==> src/rtl/irq_bank_pkg.sv <==
// Register map, field layouts and reset values of the interrupt bank
package irq_bank_pkg;
   localparam int          ADDR_W          = 16;
   localparam int          DATA_W          = 4;
   localparam logic [15:0] SW_MASK_ADDR    = 16'hffe6;
   localparam logic [15:0] CONV_MASK_ADDR  = 16'hffe7;
   localparam logic [15:0] CT_MASK_ADDR    = 16'hffe5;
   localparam logic [15:0] CMP_FLAG_ADDR   = 16'hfff0;
   localparam logic [15:0] UF_FLAG_ADDR    = 16'hfff1;
   localparam logic [15:0] SER_FLAG_ADDR   = 16'hfff2;
   localparam logic [15:0] KA_FLAG_ADDR    = 16'hfff3;
   localparam logic [15:0] KB_FLAG_ADDR    = 16'hfff4;
   localparam logic [15:0] CT_FLAG_ADDR    = 16'hfff5;
   localparam logic [15:0] SW_FLAG_ADDR    = 16'hfff6;
   localparam logic [15:0] CONV_FLAG_ADDR  = 16'hfff7;
   localparam logic [3:0]  MASK_RESET      = 4'h0;
   localparam logic [3:0]  FLAG_RESET      = 4'h0;
   // Implemented bits per register; the rest read zero
   localparam logic [3:0]  SW_BITS         = 4'hf;
   localparam logic [3:0]  CONV_BITS       = 4'h3;
   localparam logic [3:0]  CT_MASK_BITS    = 4'h1;
   localparam logic [3:0]  CMP_BITS        = 4'h3;
   localparam logic [3:0]  UF_BITS         = 4'h7;
   localparam logic [3:0]  ONE_BIT         = 4'h1;
   localparam logic [3:0]  CT_FLAG_BITS    = 4'hf;

   typedef struct packed {
      logic [3:0] cmp;
      logic [3:0] uf;
      logic [3:0] ser;
      logic [3:0] key_a;
      logic [3:0] key_b;
      logic [3:0] ct;
      logic [3:0] sw;
      logic [3:0] conv;
   } flags_t;

   typedef struct packed {
      logic [3:0] sw;
      logic [3:0] conv;
      logic [3:0] ct;
   } masks_t;

   typedef struct packed {
      flags_t     flags;
      masks_t     masks;
      logic       wide_sp_set;
      logic       nibble_sp_set;
      logic [3:0] rdata;
   } state_t;
endpackage

==> src/rtl/irq_bank.sv <==
// Interrupt mask and factor flag bank with request output
// Notes on behaviour
// RL1: Stopwatch mask: run, lap, 1Hz, 10Hz enables
// RL2: Converter mask: reference bit1, sensor bit0
// RL3: Clock-timer mask bit0 enables 32Hz, resets zero
// RL4: Compare-match flags, write one clears
// RL5: Underflow flags timers 2..0, write one clears
// RL6: Serial flag bit0, write one clears
// RL7: Key group A flag bit0, write one clears
// RL8: Key group B flag bit0, write one clears
// RL9: Clock-timer flags 1,2,8,32Hz, write one clears
// RL10: Stopwatch flags run, lap, 1Hz, 10Hz
// RL11: Converter flags reference and sensor, write-one clear
// RL12: Unused bits read zero, ignore writes
// RL13: Reset clears all masks and flags
// RL14: Flags set regardless of mask state
// RL15: Interrupts blocked until both stack pointers loaded
// RL16: Service routine clears flag before re-enabling
// RL17: Request while any flag and mask both set; here only the stopwatch, converter and clock-timer pairs raise irq_o
`timescale 1ns/1ps
module irq_bank
(
   // Clock and reset
   input  wire logic                 ref_clk_i,
   input  wire logic                 reset_i,
   // Register port
   input  wire logic [15:0]          addr_i,
   input  wire logic [3:0]           wdata_i,
   input  wire logic                 wr_i,
   input  wire logic                 rd_i,
   output logic      [3:0]           rdata_o,
   // Event pulses from peripherals, one bit per flag position
   input  wire irq_bank_pkg::flags_t event_i,
   // Stack pointer load strobes from the core
   input  wire logic                 wide_sp_load_i,
   input  wire logic                 nibble_sp_load_i,
   // Request to the core
   output logic                      irq_o,
   output logic                      nmi_allow_o
);
   irq_bank_pkg::state_t st_reg;
   irq_bank_pkg::state_t st_next;
   irq_bank_pkg::flags_t f_bits;
   logic                 pend;

   // Implemented flag bits, one field per source's flag register
   assign f_bits = '{cmp: irq_bank_pkg::CMP_BITS,
                     uf: irq_bank_pkg::UF_BITS,
                     ser: irq_bank_pkg::ONE_BIT,
                     key_a: irq_bank_pkg::ONE_BIT,
                     key_b: irq_bank_pkg::ONE_BIT,
                     ct: irq_bank_pkg::CT_FLAG_BITS,
                     sw: irq_bank_pkg::SW_BITS,
                     conv: irq_bank_pkg::CONV_BITS};

   // Only the masks held here gate; other sources' masks live elsewhere
   assign pend = |(st_reg.flags.sw & st_reg.masks.sw)
               | |(st_reg.flags.conv & st_reg.masks.conv)
               | |(st_reg.flags.ct & st_reg.masks.ct); // RL17
   assign nmi_allow_o = st_reg.wide_sp_set & st_reg.nibble_sp_set; // RL15
   assign irq_o = pend & nmi_allow_o; // RL15
   assign rdata_o = st_reg.rdata;

   function automatic logic [3:0] w1c(input logic [3:0] cur,
                                      input logic [3:0] ev,
                                      input logic [3:0] bits,
                                      input logic       hit,
                                      input logic [3:0] wd);
      logic [3:0] clr;
      clr = hit ? wd : 4'h0;
      // Set wins over a simultaneous clear so no event is lost
      w1c = ((cur & ~clr) | ev) & bits; // RL14 RL12
   endfunction

   always_comb
   begin
      logic wr_sp;
      wr_sp = 1'b0;
      st_next = st_reg;
      st_next.rdata = 4'h0;
      st_next.flags.cmp = w1c(st_reg.flags.cmp, event_i.cmp, f_bits.cmp,
         wr_i && addr_i == irq_bank_pkg::CMP_FLAG_ADDR, wdata_i); // RL4
      st_next.flags.uf = w1c(st_reg.flags.uf, event_i.uf, f_bits.uf,
         wr_i && addr_i == irq_bank_pkg::UF_FLAG_ADDR, wdata_i); // RL5
      st_next.flags.ser = w1c(st_reg.flags.ser, event_i.ser, f_bits.ser,
         wr_i && addr_i == irq_bank_pkg::SER_FLAG_ADDR, wdata_i); // RL6
      st_next.flags.key_a = w1c(st_reg.flags.key_a, event_i.key_a,
         f_bits.key_a, wr_i && addr_i == irq_bank_pkg::KA_FLAG_ADDR,
         wdata_i); // RL7
      st_next.flags.key_b = w1c(st_reg.flags.key_b, event_i.key_b,
         f_bits.key_b, wr_i && addr_i == irq_bank_pkg::KB_FLAG_ADDR,
         wdata_i); // RL8
      st_next.flags.ct = w1c(st_reg.flags.ct, event_i.ct, f_bits.ct,
         wr_i && addr_i == irq_bank_pkg::CT_FLAG_ADDR, wdata_i); // RL9
      st_next.flags.sw = w1c(st_reg.flags.sw, event_i.sw, f_bits.sw,
         wr_i && addr_i == irq_bank_pkg::SW_FLAG_ADDR, wdata_i); // RL10
      st_next.flags.conv = w1c(st_reg.flags.conv, event_i.conv,
         f_bits.conv, wr_i && addr_i == irq_bank_pkg::CONV_FLAG_ADDR,
         wdata_i); // RL11
      if (wr_i && addr_i == irq_bank_pkg::SW_MASK_ADDR)
      begin
         st_next.masks.sw = wdata_i & irq_bank_pkg::SW_BITS; // RL1
      end
      else if (wr_i && addr_i == irq_bank_pkg::CONV_MASK_ADDR)
      begin
         st_next.masks.conv = wdata_i & irq_bank_pkg::CONV_BITS; // RL2 RL12
      end
      else if (wr_i && addr_i == irq_bank_pkg::CT_MASK_ADDR)
      begin
         st_next.masks.ct = wdata_i & irq_bank_pkg::CT_MASK_BITS; // RL3
      end
      // Loading one pointer blocks until the other follows
      wr_sp = wide_sp_load_i | nibble_sp_load_i;
      if (wr_sp)
      begin
         st_next.wide_sp_set = wide_sp_load_i |
            (st_reg.wide_sp_set & ~st_reg.nibble_sp_set); // RL15
         st_next.nibble_sp_set = nibble_sp_load_i |
            (st_reg.nibble_sp_set & ~st_reg.wide_sp_set); // RL15
      end
      // Read data; unmapped addresses read zero
      if (rd_i)
      begin
         if (addr_i == irq_bank_pkg::SW_MASK_ADDR)
            st_next.rdata = st_reg.masks.sw;
         else if (addr_i == irq_bank_pkg::CONV_MASK_ADDR)
            st_next.rdata = st_reg.masks.conv;
         else if (addr_i == irq_bank_pkg::CT_MASK_ADDR)
            st_next.rdata = st_reg.masks.ct;
         else if (addr_i == irq_bank_pkg::CMP_FLAG_ADDR)
            st_next.rdata = st_reg.flags.cmp;
         else if (addr_i == irq_bank_pkg::UF_FLAG_ADDR)
            st_next.rdata = st_reg.flags.uf;
         else if (addr_i == irq_bank_pkg::SER_FLAG_ADDR)
            st_next.rdata = st_reg.flags.ser;
         else if (addr_i == irq_bank_pkg::KA_FLAG_ADDR)
            st_next.rdata = st_reg.flags.key_a;
         else if (addr_i == irq_bank_pkg::KB_FLAG_ADDR)
            st_next.rdata = st_reg.flags.key_b;
         else if (addr_i == irq_bank_pkg::CT_FLAG_ADDR)
            st_next.rdata = st_reg.flags.ct;
         else if (addr_i == irq_bank_pkg::SW_FLAG_ADDR)
            st_next.rdata = st_reg.flags.sw;
         else if (addr_i == irq_bank_pkg::CONV_FLAG_ADDR)
            st_next.rdata = st_reg.flags.conv;
      end
   end

   always_ff @(posedge ref_clk_i or posedge reset_i)
   begin
      if (reset_i)
      begin
         st_reg <= '0; // RL13
      end
      else
      begin
         st_reg <= st_next;
      end
   end
endmodule

==> config.mk <==
export PLATFORM = sky130hd
export DESIGN_NAME = irq_bank
export DESIGN_NICKNAME = d
export VERILOG_FILES = /design/src/rtl/irq_bank_pkg.sv /design/src/rtl/irq_bank.sv
export SDC_FILE = /design/constraint.sdc
export NUM_CORES = 1
export LEC_CHECK = 0
export ABC_CLOCK_PERIOD_IN_PS = 1450
export BUFFER_PORTS_ARGS = -buffer_cell sky130_fd_sc_hd__buf_4
export CORE_ASPECT_RATIO = 1.4
export CORE_MARGIN = 8
export CORE_UTILIZATION = 43
export CTS_CLUSTER_SIZE = 8
export DETAILED_ROUTE_END_ITERATION = 7
export GPL_ROUTABILITY_DRIVEN = 0
export PLACE_DENSITY = 0.75
export SLEW_MARGIN = 0
export SYNTH_ARGS = -nofsm -noshare
export SYNTH_HDL_FRONTEND = slang
export SYNTH_SLANG_ARGS = --single-unit
==> constraint.sdc <==
create_clock -name ref_clk_i -period 1.45 [get_ports ref_clk_i]
set_input_delay 0.29 -clock ref_clk_i [delete_from_list [all_inputs] [get_ports ref_clk_i]]
set_output_delay 0.29 -clock ref_clk_i [all_outputs]
set_load 0.02 [all_outputs]
==> impl_metrics.csv <==
group,metric,value,unit
sta,finalWorstSetupSlack,-0.271,ns
route,wl_met3,229,µm
logic_synthesis,synth_warnings,0,
cts,cts_buffers,5,
sta,period_needed,1.72,ns
cts,hold_buffers,0,
logic_synthesis,syn_inst,151,
cts,clk_pin_slew,0.06,ns
critical_path,criticalPathCategory,"reg2out",
logic_synthesis,async_flop_share,100,%
critical_path,endpoint_kind,"output pin",
run_status,outcome,"finished with violations",
sta,tns,-3.14,ns
sta,setup_violations,28,
critical_path,critPathLaunch,"st_reg[24]",
global_route,overflow,0,
route,drt_wl_total,5.18,mm
hold_path,hold_path_class,"in2async",
logic_synthesis,synth_edf_count,0,
sta,hold_viol,0,
critical_path,regToRegSetupSlack,-0.19,ns
critical_path,startpoint_type,"flop",
global_route,grt_usage,18.3,%
critical_path,r2r_start,"st_reg[18]",
logic_synthesis,yosysTopAreaCellShare,47.2,%
final_layout,layoutNonFillerInstCount,268,
run_status,violations,"setup timing",
route,met2_length,2.92,mm
logic_synthesis,syn_area,1640,µm²
final_layout,antenna_cells,0,
final_layout,largest_register_ffs,27,
route,ant_nets,0,
global_route,grt_first_pass_wirelength,8.26,mm
route,via_per_inst,5.84,
pwr,total_power,1.77,mW
route,wl_met1,1.83,mm
pwr,powerDensity,724,nW/µm²
route,first_pass_iters,4,
global_route,grt_max_degree,32,
die,die_area,6090,µm²
sta,worst_pin_slew,0.401,ns
route,drc,0,
placement,post-place-cells,257,
sta,rsz0062_at_grt,"true",
critical_path,endpoint,"irq_o",
critical_path,crit_path_max_fanout,2,
logic_synthesis,yosysSeqAreaShare,47.2,%
sta,drv_slew,0,
logic_synthesis,synth-main-ff-cell,"dfrtp_1",
pwr,ir_drop,702,µV
final_layout,drive_above_1_share,50.0,%
sta,max_freq,581,MHz
die,io_pins,64,
cts,clock_latency,0.28,ns
critical_path,critPathArrivalTime,1.43,ns
route,wl_per_cell,19.3,µm
flow_run,drv_cap,0,
critical_path,timing.rr.end,"rdata_o[0]",
cts,cts_root_buf,"clkbuf_8",
route,drtIter0Drc,77,
final_layout,area_growth,48.9,%
critical_path,critPathRequiredTime,1.16,ns
sta,max_slew_margin,73.3,%
route,vias,1566,
logic_synthesis,synthDistinctLibCells,42,
logic_synthesis,synthTopCellsByArea,"dfrtp_1 (47%), a21o_1 (9.6%), nand4_1 (4.6%)",
final_layout,final_area,2450,µm²
die,die_x,68.3,µm
die,core_area,3680,µm²
placement,placed_cell_area,2230,µm²
critical_path,ff2ff_path_depth,5,
die,fp.dieH,89.2,µm
cts,cts_tree,"yes",
sta,finalCritPeriodShare,119,%
die,initial_core_util,44.7,%
logic_synthesis,synth.largest_area_cell,"dfrtp_1",
global_route,antenna_found_initial,0,
pwr,p_leak,1.06,nW
final_layout,nNetsFinal,283,
cts,cts.htree.levels,2,
placement,io_buffers,49,
cts,cts.sinks,31,
die,rows,26,
sta,clock_skew,0.00459,ns
logic_synthesis,syn_nets,209,
logic_synthesis,syn_area_per_cell,10.9,µm²
cts,clockBufferDepth,2,
placement,hpwl,3.93,mm
logic_synthesis,ys_ff_latch,31,
global_route,grt_pass1_vias,1732,
route,top_layer_used,"met4",
[power by group]
part	total [mW]	internal, mW	leakage, nW	switching, mW
Sequential	0.874	0.870	0.332	0.00376
Combinational	0.262	0.132	0.690	0.130
Clock	0.636	0.336	0.0422	0.300
Total	1.77	1.34	1.06	0.434
[layout make-up]
type / count / area (µm²)
Inverter: 6 / 22.5
Sequential cell: 31 / 776
Clock buffer: 7 / 76.3
Fill cell: 262 / 1230
Multi-Input combinational cell: 102 / 892
Clock inverter: 1 / 5.00
Tap cell: 42 / 52.6
Timing Repair Buffer: 79 / 623
[cells in the mapped netlist (all sizes together), types with 2 or more instances]
cell type and instances:
dfrtp 31, clkbuf 4, a21o 21, nand2 13, buf 8, a21oi 2, nand3 9, mux2 8
a22o 3, nand2b 2, nor3 3, nand4 12, a22oi 2, and2 2, mux2i 2, inv 6
nor2b 3, a2111oi 2, nor2 3
[critical path, stage by stage (launching register included)]
cell	delay (ns)
dfrtp_1	0.39
a222oi_1	0.44
a31oi_1	0.14
buf_4	0.17
[kinds of logic after synthesis]
| logic type | share of synthesized area [%] |
|---|---|
| buf+inv | 5.63 |
| compound gates | 20.0 |
| mux | 8.98 |
| flops | 47.2 |
| simple gates | 18.2 |
[repair_timing]
action	in CTS	in global routing
resized for setup	19	4
setup endpoints to repair	29	29
pin swaps	17	7
buffers inserted	2	1
hold endpoints to repair	0	0
[per-layer routing]
metal	vias up	global-route usage [%]
li1	706	-
met1	790	18.1
met2	53	33.4
met3	17	4.77
met4	0	9.35
met5	-	0
[layout by cell type, fill, tap and decap left out, types with 2 or more instances in the layout]
cell,instances
buf_6,6
a21oi_1,2
a21o_1,21
a22o_1,3
mux2_4,7
dfrtp_1,31
nor2_1,2
nand4_1,12
buf_4,72
nand2_1,13
a22oi_1,2
clkbuf_8,5
clkbuf_1,2
nor3_4,3
mux2i_1,2
inv_1,6
nand3_2,7
nor2b_1,3
[worst min path at each step]
stage                     from         end  slack, ns
CTS                    reset_i  st_reg[19]       0.11
global placement       reset_i   st_reg[4]       0.39
floorplan           event_i[0]  st_reg[18]       0.38
detailed placement     reset_i   st_reg[4]       0.41
finish                 reset_i  st_reg[19]       0.09
global route           reset_i  st_reg[19]       0.14
[stage by stage]
| step | setup WS (ns) | hold slack [ns] | utilization [%] |
|---|---|---|---|
| after floorplan | -0.460 | 0.382 | - |
| after global routing | -0.319 | 0.139 | 66.6 |
| after detailed placement | -0.545 | 0.409 | 60.8 |
| final | -0.271 | 0.0942 | 66.6 |
| after global placement | -0.528 | 0.392 | 60.8 |
| after CTS | -0.261 | 0.106 | 65.8 |
No activity file was read; power rests on OpenSTA's default activity.
